==> config.mk <==
export PLATFORM = sky130hd
export DESIGN_NAME = bsf_framer
export DESIGN_NICKNAME = d
export VERILOG_FILES = /design/src/bsf_pkg.sv /design/src/bsf_framer.sv
export SDC_FILE = /design/constraint.sdc
export NUM_CORES = 1
export LEC_CHECK = 0
export ABC_AREA = 1
export BUFFER_PORTS_ARGS = -buffer_cell sky130_fd_sc_hd__buf_2
export CORE_UTILIZATION = 28
export CTS_BUF_LIST = sky130_fd_sc_hd__clkbuf_4 sky130_fd_sc_hd__clkbuf_8
export CTS_CLUSTER_SIZE = 24
export DETAILED_ROUTE_END_ITERATION = 8
export HOLD_SLACK_MARGIN = 0.05
export SLEW_MARGIN = 5
export SYNTH_ARGS = -nofsm -noshare
export SYNTH_HDL_FRONTEND = slang
export SYNTH_SLANG_ARGS = --single-unit
==> constraint.sdc <==
create_clock -name aclk -period 5.17 [get_ports aclk]
set_clock_uncertainty 0.2 [all_clocks]
set_input_delay 0.517 -clock aclk [delete_from_list [all_inputs] [get_ports aclk]]
set_output_delay 0.517 -clock aclk [all_outputs]
set_load 0.02 [all_outputs]
==> src/bsf_pkg.sv <==
// Purpose: Shared constants and types for the character-synchronous framer.
// Assumes: AXI4-Lite slave with 32-bit data; one aligned word per register.
// Notes:   Offsets are byte addresses on the register bus.
`default_nettype none
package bsf_pkg;
    localparam logic [7:0]  A_CMD      = 8'h00;
    localparam logic [7:0]  A_TXC      = 8'h04;
    localparam logic [7:0]  A_SYN1     = 8'h08;
    localparam logic [7:0]  A_SYN2     = 8'h0c;
    localparam logic [7:0]  A_TXD      = 8'h10;
    localparam logic [7:0]  A_STAT     = 8'h14;
    localparam logic [7:0]  A_RXD      = 8'h18;
    localparam logic [7:0]  A_INTC     = 8'h1c;
    localparam logic [7:0]  A_RXC      = 8'h20;
    localparam logic [7:0]  A_VEC      = 8'h24;
    // Command bits (write one to act)
    localparam int          C_CHRST    = 0;
    localparam int          C_RSTEXT   = 1;
    localparam int          C_RSTTXIP  = 2;
    localparam int          C_RSTUND   = 3;
    localparam int          C_RSTCRC   = 4;
    localparam int          C_HUNT     = 5;
    // Transmit control bits
    localparam int          TXC_CRC    = 0;
    localparam int          TXC_TXEN   = 3;
    localparam int          TXC_BRK    = 4;
    localparam int          TXC_LEN    = 5;
    localparam int          TXC_SYN16  = 7;
    // Interrupt control bits
    localparam int          INT_EXT    = 0;
    localparam int          INT_TX     = 1;
    localparam int          INT_SAV    = 2;
    localparam int          INT_MASTER = 3;
    // Status bits
    localparam int          ST_RXAV    = 0;
    localparam int          ST_TXE     = 2;
    localparam int          ST_HUNT    = 4;
    localparam int          ST_CTS     = 5;
    localparam int          ST_UND     = 6;
    localparam int          ST_EXTIP   = 7;
    // Character length codes
    localparam logic [1:0]  LEN_5      = 2'h0;
    localparam logic [1:0]  LEN_7      = 2'h1;
    localparam logic [1:0]  LEN_6      = 2'h2;
    localparam logic [1:0]  LEN_8      = 2'h3;
    localparam logic [4:0]  SYNC_BITS  = 5'h08;
    localparam logic [4:0]  CRC_BITS   = 5'h10;
    localparam logic [15:0] CRC_POLY   = 16'h8005;
    localparam logic [15:0] CRC_INIT   = 16'h0000;
    localparam logic [2:0]  VC_NONE    = 3'h0;
    localparam logic [2:0]  VC_TX      = 3'h4;
    localparam logic [2:0]  VC_EXT     = 3'h5;
    localparam logic [1:0]  RESP_OKAY  = 2'h0;
    localparam logic [1:0]  RESP_SLV   = 2'h2;

    typedef enum logic [1:0] {TX_MARK, TX_DATA, TX_SYNC, TX_CRC} bsf_tx_t;
endpackage
`default_nettype wire

==> src/bsf_framer.sv <==
// Purpose: Character-synchronous transmitter with underrun filler/CRC and a hunting receiver.
// Assumes: Serial clocks are slow x1 clocks sampled by aclk; data changes on the
//          falling transmit clock edge and is taken on the rising receive clock edge.
// Notes:   Register map and bit fields live in bsf_pkg.
`default_nettype none
module bsf_framer #(
    parameter logic [7:0] VEC_BASE = 8'h00 // Arbitrary base vector
) (
    input  wire logic        aclk,          // System clock
    input  wire logic        aresetn,       // Synchronous reset, active low
    input  wire logic [7:0]  s_axi_awaddr,  // Write address
    input  wire logic        s_axi_awvalid, // Write address valid
    output logic             s_axi_awready, // Write address ready
    input  wire logic [31:0] s_axi_wdata,   // Write data
    input  wire logic [3:0]  s_axi_wstrb,   // Write strobes
    input  wire logic        s_axi_wvalid,  // Write data valid
    output logic             s_axi_wready,  // Write data ready
    output logic [1:0]       s_axi_bresp,   // Write response
    output logic             s_axi_bvalid,  // Write response valid
    input  wire logic        s_axi_bready,  // Write response ready
    input  wire logic [7:0]  s_axi_araddr,  // Read address
    input  wire logic        s_axi_arvalid, // Read address valid
    output logic             s_axi_arready, // Read address ready
    output logic [31:0]      s_axi_rdata,   // Read data
    output logic [1:0]       s_axi_rresp,   // Read response
    output logic             s_axi_rvalid,  // Read data valid
    input  wire logic        s_axi_rready,  // Read data ready
    input  wire logic        tx_clk,        // Transmit serial clock
    output logic             tx_data,       // Serial transmit data, idle high
    input  wire logic        rx_clk,        // Receive serial clock
    input  wire logic        rx_data,       // Serial receive data
    input  wire logic        cts_n,         // Clear to send, active low
    output logic             irq            // Interrupt request, active high
);
    typedef struct packed {
        logic        awh;
        logic [7:0]  awa;
        logic        wh;
        logic [31:0] wd;
        logic        ws;
        logic        bvalid;
        logic [1:0]  bresp;
        logic        rvalid;
        logic [31:0] rdata;
        logic [1:0]  rresp;
        logic [7:0]  txc;
        logic [7:0]  syn1;
        logic [7:0]  syn2;
        logic [7:0]  intc;
        logic        rx_en;
        logic        tclk_s1;
        logic        tclk_s2;
        logic        tclk_d;
        logic        rclk_s1;
        logic        rclk_s2;
        logic        rclk_d;
        logic        rxd_s1;
        logic        rxd_s2;
        logic        cts_s1;
        logic        cts_s2;
        logic        cts_d;
        logic [7:0]  buffer;
        logic        buf_full;
        logic [15:0] sh;
        logic [4:0]  cnt;
        bsf_pkg::bsf_tx_t st;
        logic        incl;
        logic [15:0] crc;
        logic        syn_sel;
        logic        und;
        logic        sync_seen;
        logic        started;
        logic        ext_ip;
        logic        tx_ip;
        logic        txd;
        logic        hunt;
        logic [15:0] rsh;
        logic [2:0]  rcnt;
        logic [7:0]  rbuf;
        logic        rav;
        logic        irq;
    } bsf_state_t;

    bsf_state_t s;
    bsf_state_t next_s;

    // Bits per character; five-or-less width comes from the marker in the high bits
    function automatic logic [4:0] bsf_len(input logic [1:0] code, input logic [7:0] d);
        logic [4:0] r;
        r = 5'h08;
        case (code)
            bsf_pkg::LEN_7: r = 5'h07;
            bsf_pkg::LEN_6: r = 5'h06;
            bsf_pkg::LEN_8: r = 5'h08;
            default: begin
                if (d[7:1] == 7'h78)
                    r = 5'h01;
                else if (d[7:2] == 6'h38)
                    r = 5'h02;
                else if (d[7:3] == 5'h18)
                    r = 5'h03;
                else if (d[7:4] == 4'h8)
                    r = 5'h04;
                else
                    r = 5'h05;
            end
        endcase
        return r;
    endfunction

    function automatic logic [15:0] bsf_rev(input logic [15:0] v);
        logic [15:0] r;
        r = '0;
        for (int i = 0; i < 16; i++) begin
            r[i] = v[15 - i];
        end
        return r;
    endfunction

    function automatic logic bsf_mapped(input logic [7:0] a);
        return a == bsf_pkg::A_CMD  || a == bsf_pkg::A_TXC  || a == bsf_pkg::A_SYN1 ||
               a == bsf_pkg::A_SYN2 || a == bsf_pkg::A_TXD  || a == bsf_pkg::A_STAT ||
               a == bsf_pkg::A_RXD  || a == bsf_pkg::A_INTC || a == bsf_pkg::A_RXC  ||
               a == bsf_pkg::A_VEC;
    endfunction

    logic        tick;
    logic        rtick;
    logic        bit_out;
    logic        do_wr;
    logic        rd_go;
    logic        tx_empty;
    logic [7:0]  stat;
    logic [2:0]  vcode;
    logic [15:0] cur;
    logic [15:0] pair;
    logic [15:0] rnew;
    logic        match;

    always_comb begin
        next_s   = s;
        tick     = s.tclk_d & ~s.tclk_s2;
        rtick    = ~s.rclk_d & s.rclk_s2;
        bit_out  = 1'b1;
        cur      = s.sh;
        pair     = {s.syn2, s.syn1};
        rnew     = {s.rxd_s2, s.rsh[15:1]};
        match    = 1'b0;
        tx_empty = ~s.buf_full & (s.st != bsf_pkg::TX_CRC);
        stat     = '0;
        stat[bsf_pkg::ST_RXAV]  = s.rav;
        stat[bsf_pkg::ST_TXE]   = tx_empty;
        stat[bsf_pkg::ST_HUNT]  = s.hunt;
        stat[bsf_pkg::ST_CTS]   = ~s.cts_s2;
        stat[bsf_pkg::ST_UND]   = s.und;
        stat[bsf_pkg::ST_EXTIP] = s.ext_ip;
        vcode = s.ext_ip ? bsf_pkg::VC_EXT : (s.tx_ip ? bsf_pkg::VC_TX : bsf_pkg::VC_NONE);

        // Input synchronisers
        next_s.tclk_s1 = tx_clk;
        next_s.tclk_s2 = s.tclk_s1;
        next_s.tclk_d  = s.tclk_s2;
        next_s.rclk_s1 = rx_clk;
        next_s.rclk_s2 = s.rclk_s1;
        next_s.rclk_d  = s.rclk_s2;
        next_s.rxd_s1  = rx_data;
        next_s.rxd_s2  = s.rxd_s1;
        next_s.cts_s1  = cts_n;
        next_s.cts_s2  = s.cts_s1;
        next_s.cts_d   = s.cts_s2;

        // Bus handshakes
        if (s_axi_awvalid && !s.awh && !s.bvalid) begin
            next_s.awh = 1'b1;
            next_s.awa = s_axi_awaddr;
        end
        if (s_axi_wvalid && !s.wh && !s.bvalid) begin
            next_s.wh = 1'b1;
            next_s.wd = s_axi_wdata;
            next_s.ws = s_axi_wstrb[0];
        end
        if (s.bvalid && s_axi_bready)
            next_s.bvalid = 1'b0;
        do_wr = s.awh && s.wh && !s.bvalid;
        if (do_wr) begin
            next_s.awh    = 1'b0;
            next_s.wh     = 1'b0;
            next_s.bvalid = 1'b1;
            next_s.bresp  = bsf_mapped(s.awa) ? bsf_pkg::RESP_OKAY : bsf_pkg::RESP_SLV;
        end
        if (s.rvalid && s_axi_rready)
            next_s.rvalid = 1'b0;
        rd_go = s_axi_arvalid && !s.rvalid;
        if (rd_go) begin
            next_s.rvalid = 1'b1;
            next_s.rresp  = bsf_mapped(s_axi_araddr) ? bsf_pkg::RESP_OKAY : bsf_pkg::RESP_SLV;
            case (s_axi_araddr)
                bsf_pkg::A_TXC:  next_s.rdata = {24'h000000, s.txc};
                bsf_pkg::A_SYN1: next_s.rdata = {24'h000000, s.syn1};
                bsf_pkg::A_SYN2: next_s.rdata = {24'h000000, s.syn2};
                bsf_pkg::A_STAT: next_s.rdata = {24'h000000, stat};
                bsf_pkg::A_RXD:  next_s.rdata = {24'h000000, s.rbuf};
                bsf_pkg::A_INTC: next_s.rdata = {24'h000000, s.intc};
                bsf_pkg::A_RXC:  next_s.rdata = {31'h00000000, s.rx_en};
                bsf_pkg::A_VEC: begin
                    if (s.intc[bsf_pkg::INT_SAV])
                        next_s.rdata = {24'h000000, VEC_BASE[7:4], vcode, VEC_BASE[0]};
                    else
                        next_s.rdata = {24'h000000, VEC_BASE};
                end
                default:         next_s.rdata = '0;
            endcase
            if (s_axi_araddr == bsf_pkg::A_RXD)
                next_s.rav = 1'b0;
        end

        // Register writes and commands; clears come before the engines so a set wins
        if (do_wr && s.ws) begin
            case (s.awa)
                bsf_pkg::A_TXC:  next_s.txc   = s.wd[7:0];
                bsf_pkg::A_SYN1: next_s.syn1  = s.wd[7:0];
                bsf_pkg::A_SYN2: next_s.syn2  = s.wd[7:0];
                bsf_pkg::A_INTC: next_s.intc  = s.wd[7:0];
                bsf_pkg::A_RXC: begin
                    next_s.rx_en = s.wd[0];
                    if (!s.wd[0])
                        next_s.hunt = 1'b1;
                end
                bsf_pkg::A_CMD: begin
                    if (s.wd[bsf_pkg::C_RSTEXT])
                        next_s.ext_ip = 1'b0;
                    if (s.wd[bsf_pkg::C_RSTTXIP])
                        next_s.tx_ip = 1'b0;
                    if (s.wd[bsf_pkg::C_RSTUND])
                        next_s.und = 1'b0;
                    if (s.wd[bsf_pkg::C_RSTCRC])
                        next_s.crc = bsf_pkg::CRC_INIT;
                    if (s.wd[bsf_pkg::C_HUNT])
                        next_s.hunt = 1'b1;
                    if (s.wd[bsf_pkg::C_CHRST]) begin
                        next_s.txc      = '0;
                        next_s.intc     = '0;
                        next_s.rx_en    = 1'b0;
                        next_s.buf_full = 1'b0;
                        next_s.cnt      = '0;
                        next_s.st       = bsf_pkg::TX_MARK;
                        next_s.txd      = 1'b1;
                        next_s.crc      = bsf_pkg::CRC_INIT;
                        next_s.und      = 1'b1;
                        next_s.sync_seen = 1'b0;
                        next_s.started  = 1'b0;
                        next_s.ext_ip   = 1'b0;
                        next_s.tx_ip    = 1'b0;
                        next_s.hunt     = 1'b1;
                        next_s.rav      = 1'b0;
                    end
                end
                default: ;
            endcase
        end

        // Status change on CTS
        if (s.cts_s2 != s.cts_d && next_s.intc[bsf_pkg::INT_EXT])
            next_s.ext_ip = 1'b1;

        // Transmit engine: one bit per falling transmit clock edge
        if (tick) begin
            if (next_s.cnt == 5'h00) begin
                if (!next_s.txc[bsf_pkg::TXC_TXEN]) begin
                    next_s.st = bsf_pkg::TX_MARK;
                end else if (next_s.buf_full) begin
                    next_s.sh       = {8'h00, next_s.buffer};
                    next_s.cnt      = bsf_len(next_s.txc[bsf_pkg::TXC_LEN +: 2],
                                              next_s.buffer);
                    next_s.incl     = next_s.txc[bsf_pkg::TXC_CRC];
                    next_s.st       = bsf_pkg::TX_DATA;
                    next_s.buf_full = 1'b0;
                    next_s.started  = 1'b1;
                    next_s.sync_seen = 1'b0;
                    next_s.syn_sel  = 1'b0;
                    if (next_s.intc[bsf_pkg::INT_TX])
                        next_s.tx_ip = 1'b1;
                end else if (!next_s.und && next_s.started) begin
                    next_s.sh      = bsf_rev(next_s.crc);
                    next_s.cnt     = bsf_pkg::CRC_BITS;
                    next_s.st      = bsf_pkg::TX_CRC;
                    next_s.und     = 1'b1;
                    next_s.started = 1'b0;
                    if (next_s.intc[bsf_pkg::INT_EXT])
                        next_s.ext_ip = 1'b1;
                end else begin
                    next_s.sh  = {8'h00, next_s.syn_sel ? next_s.syn2 : next_s.syn1};
                    next_s.cnt = bsf_pkg::SYNC_BITS;
                    next_s.syn_sel = next_s.txc[bsf_pkg::TXC_SYN16] & ~next_s.syn_sel;
                    if (s.st == bsf_pkg::TX_CRC) begin
                        next_s.sync_seen = 1'b1;
                        if (next_s.intc[bsf_pkg::INT_TX])
                            next_s.tx_ip = 1'b1;
                    end else if (!next_s.sync_seen) begin
                        next_s.sync_seen = 1'b1;
                        if (next_s.intc[bsf_pkg::INT_EXT])
                            next_s.ext_ip = 1'b1;
                    end
                    next_s.st = bsf_pkg::TX_SYNC;
                end
            end
            cur = next_s.sh;
            // Disable during CRC: the rest of the 16 bits come from the sync pair
            if (next_s.st == bsf_pkg::TX_CRC && !next_s.txc[bsf_pkg::TXC_TXEN])
                cur = pair >> (bsf_pkg::CRC_BITS - next_s.cnt);
            if (next_s.cnt != 5'h00) begin
                bit_out     = cur[0];
                next_s.sh   = cur >> 1;
                next_s.cnt  = next_s.cnt - 5'h01;
                next_s.txd  = bit_out;
                if (next_s.st == bsf_pkg::TX_DATA && next_s.incl) begin
                    next_s.crc = {next_s.crc[14:0], 1'b0} ^
                                 ((bit_out ^ next_s.crc[15]) ? bsf_pkg::CRC_POLY : 16'h0000);
                end
            end else begin
                next_s.txd = 1'b1;
            end
        end

        // Data write after the engine, so a write in the load cycle is kept
        if (do_wr && s.ws && s.awa == bsf_pkg::A_TXD) begin
            next_s.buffer   = s.wd[7:0];
            next_s.buf_full = 1'b1;
            next_s.tx_ip    = 1'b0;
        end

        if (next_s.txc[bsf_pkg::TXC_BRK]) begin
            next_s.buf_full = 1'b0;
            next_s.cnt      = '0;
            next_s.st       = bsf_pkg::TX_MARK;
            next_s.txd      = 1'b0;
        end else if (next_s.st == bsf_pkg::TX_MARK) begin
            next_s.txd = 1'b1;
        end

        // Receiver: hunt for the sync pattern, then assemble characters
        if (rtick && s.rx_en) begin
            next_s.rsh = rnew;
            match = next_s.txc[bsf_pkg::TXC_SYN16] ? (rnew == pair) : (rnew[15:8] == s.syn1);
            if (next_s.hunt) begin
                if (match) begin
                    next_s.hunt = 1'b0;
                    next_s.rcnt = '0;
                end
            end else begin
                next_s.rcnt = s.rcnt + 3'h1;
                if (s.rcnt == 3'h7) begin
                    next_s.rbuf = rnew[15:8];
                    next_s.rav  = 1'b1;
                end
            end
        end

        next_s.irq = next_s.intc[bsf_pkg::INT_MASTER] & (next_s.ext_ip | next_s.tx_ip);
    end

    always_ff @(posedge aclk) begin
        if (!aresetn) begin
            s      <= '0;
            s.und  <= 1'b1;
            s.txd  <= 1'b1;
            s.hunt <= 1'b1;
            s.st   <= bsf_pkg::TX_MARK;
            s.crc  <= bsf_pkg::CRC_INIT;
            // CTS idles inactive high: no false change or status bit after reset
            s.cts_s1 <= 1'b1;
            s.cts_s2 <= 1'b1;
            s.cts_d  <= 1'b1;
        end else begin
            s <= next_s;
        end
    end

    assign s_axi_awready = ~s.awh & ~s.bvalid;
    assign s_axi_wready  = ~s.wh & ~s.bvalid;
    assign s_axi_bvalid  = s.bvalid;
    assign s_axi_bresp   = s.bresp;
    assign s_axi_arready = ~s.rvalid;
    assign s_axi_rvalid  = s.rvalid;
    assign s_axi_rdata   = s.rdata;
    assign s_axi_rresp   = s.rresp;
    assign tx_data       = s.txd;
    assign irq           = s.irq;
endmodule
`default_nettype wire

==> impl_metrics.py <==
metrics = {
    "timing": {
        "fmax_ghz": 0.2133,
        "fin_hold_ws_ps": 94.73,
        "slew_violations": 0,
        "finalHoldViolCount": 0,
        "rsz0062_at_grt": "no",
        "worst_slack_ps": 481.1,
        "worstMarginPinSlew_ps": 824.1,
        "tns_ps": 0,
        "final.min_clock_period_ps": 4689,
        "slew_headroom_pct": 44.98,
        "fin_crit_sh_pct": 90.69,
        "setup_violations": 0,
    },
    "critical_path": {
        "end_kind": "flop",
        "cp_num_buf_inv": 5,
        "cp.required_ps": 5370,
        "crit_type": "flop to flop",
        "startpoint_type": "flop",
        "cp_top_family": "simple AND/OR/NAND/NOR gates",
        "crit_start": "s[206]",
        "cp_max_fo": 9,
        "crit-reg2reg-launch": "s[206]",
        "cp_common_cell": "nor2_1",
        "crit_end": "s[39]",
        "critPathMaxStageDelay_ps": 360,
        "cp.depth": 27,
        "worstRegToRegCells": 27,
        "worstPathArrival_ps": 4890,
        "critical-path-slowest-cell": "dfxtp_1",
        "r2r_slack_ps": 480,
        "reg2reg_to": "s[39]",
    },
    "placed_design": {
        "dp_cells": 1742,
        "dpl_cell_area_um2": 9515,
        "gp_congestion": 0.8885,
        "port-buffer-count": 52,
        "dp_slack_ps": 483.6,
        "place_hpwl_um": 20380,
    },
    "drt": {
        "routed-via-count": 8784,
        "post-route-drc-count": 0,
        "routedWlPerCell_um": 15.20,
        "drt_iter0_drc": 624,
        "vias_per_cell": 4.943,
        "drt_pre_antenna_iters": 5,
        "postRouteWirelength_um": 27020,
        "ant_nets": 0,
    },
    "clocking": {
        "cts_tree": "done",
        "cts_buffers": 17,
        "path_clk_slew_ps": 100,
        "cts_sinks": 160,
        "root_buffer": "clkbuf_8",
        "clkLatencyLatePin_ps": 470,
        "clockBufferDepth": 2,
        "htreeDepth": 4,
    },
    "yosys": {
        "ys_seq_elements": 160,
        "synthFlopType": "dfxtp_1",
        "synth_edf_count": 0,
        "synth_area_um2": 9057,
        "synth_top_area_cell": "dfxtp_1",
        "yosys_warnings": 0,
        "netlist_instances": 1334,
        "synth-async-reset-ratio_pct": 0,
        "syn_avg_cell_area_um2": 6.790,
        "synthTopCellsByArea": "dfxtp_1 (35%), nand2_1 (11%), a21oi_1 (6.7%)",
        "yosysSeqAreaShare_pct": 35.36,
        "ys_types": 54,
        "synth_top_area_share_pct": 35.36,
    },
    "layout": {
        "layout.core_utilization_pct": 31.29,
        "stdcell_count": 1777,
        "drive_above_1_share_pct": 13.31,
        "area_growth_pct": 9.587,
        "diodes": 0,
        "seqCellArea_um2": 3203,
        "final_nets": 1434,
        "multi_input_area_um2": 4872,
        "design_area_um2": 9926,
        "fillCellCount": 3479,
    },
    "global_routing": {
        "grt.overflow.total": 0,
        "grt_pass1_vias": 8126,
        "grt_start_max_net_pins": 80,
        "antenna_found_initial": 0,
        "grt_first_pass_wirelength_um": 43360,
        "grt_usage_pct": 16.52,
    },
    "floorplan": {
        "core_area_um2": 31720,
        "ios": 106,
        "die_height_um": 181.9,
        "die-area_um2": 33070,
        "fp.dieW_um": 181.9,
        "num_rows": 65,
        "start_util_pct": 28.56,
    },
    "worst_hold_path": {
        "hp-class": "input port to flop",
        "whs_path_depth": 3,
    },
    "power": {
        "p_leak_nw": 4.296,
        "total_power_mw": 2.427,
        "power_density_nw_per_um2": 244.5,
        "ir_drop_uv": 152.2,
    },
    "job": {
        "drv_cap": 0,
    },
    "status": {
        "outcome": "finished, final reports clean",
    },
}
[sequential cells by signal (all words and copies together), names as in the netlist]
name,count
s_axi_rdata,8
tx_data,1
s,107
s_axi_rresp,1
s_axi_rvalid,1
s_axi_bresp,1
pair,16
irq,1
rnew,16
s_axi_bvalid,1
next_s,7
[power breakdown]
part	switching [mW]	total [mW]	internal [mW]	leakage [nW]
clock	0.520	0.894	0.374	0.180
combinational	0.176	0.250	0.0736	2.82
sequential	0.0282	1.28	1.26	1.30
total	0.724	2.43	1.70	4.30
[cells by family after synthesis]
| group | count (synthesis) | synth area share [%] |
|---|---|---|
| xor+xnor | 17 | 1.644 |
| fa+ha+maj | 8 | 1.105 |
| other cells | 1 | 0.04140 |
| simple gates | 579 | 28.66 |
| flops | 160 | 35.36 |
| compound gates | 335 | 21.30 |
| buf+inv | 234 | 11.88 |
[synth_stat cells (11+ instances only)]
library cell	number
o31ai_1	11
nand2_2	16
inv_2	11
nand2_1	271
o211ai_1	13
o21ai_0	120
inv_1	132
a21oi_1	121
nand3_1	67
o21ai_1	12
buf_4	40
nor2_1	158
clkbuf_1	39
nor3_1	15
dfxtp_1	160
[worst reg2reg max path, stage by stage (launching register included)]
cell,delay [ps]
dfxtp_1,360
nor2_4,150
nand2_4,90
nor2_2,170
nand3_1,90
nor2_1,240
inv_1,150
o21ai_1,240
inv_1,90
ha_1,240
nand2_1,80
nand2_1,50
nor2_1,230
nand4_4,230
nand2_4,110
inv_2,70
ha_1,230
nand3_1,140
nor2_1,70
ha_1,310
nor2_1,180
inv_1,140
nor2_4,220
buf_4,190
nor2_1,50
a21oi_1,110
nand2_1,80
a21oi_2,100
[timing repair]
item | CTS | global route
hold endpoints to repair | 4 | 0
gates resized for setup | 0 | 2
endpoints found under the setup margin | 0 | 8
hold buffers | 4 | 0
buffers inserted | 0 | 0
[cell type report]
type / instances / share of cell area [%]
clock buffers: 20 / 2.710
well taps: 402 / 5.067
multi-input cells: 965 / 49.09
inverters: 146 / 5.572
repair buffers: 73 / 4.311
clock inverters: 11 / 0.9832
flip-flops and latches: 160 / 32.27
[metal layers]
metal  routed length (um)  track usage (%)  vias to the layer above
met1                12980            22.71                     4111
met4                  380            4.336                        0
li1                     -                -                     4397
met3                 1110            2.166                       30
met2                12550            27.11                      246
met5                    0                0                        -
[layout by cell type, fill, tap and decap left out, drive strengths merged, types with 8 or more instances in the layout]
master,count
o31ai,12
o211ai,13
a21oi,122
dfxtp,160
nor3,15
nor2,171
o21ai,139
buf,69
xnor2,10
inv,147
nand3,71
or2,11
o2111ai,8
nand2,297
o22ai,10
nand4,10
ha,8
clkbuf,20
a211oi,8
a31oi,8
conb,26
[worst min-delay path by stage]
stage	from	endpoint	slack, ps
2_1_floorplan	next_s[92]	next_s[91]	190
3_3_place_gp	next_s[89]	rnew[15]	190
3_5_place_dp	next_s[95]	next_s[94]	200
4_1_cts	s_axi_awaddr[4]	s[206]	80
5_1_grt	s_axi_awaddr[6]	s[208]	80
6_report	s_axi_awaddr[4]	s[206]	90
(Power assumes the default switching activity.)
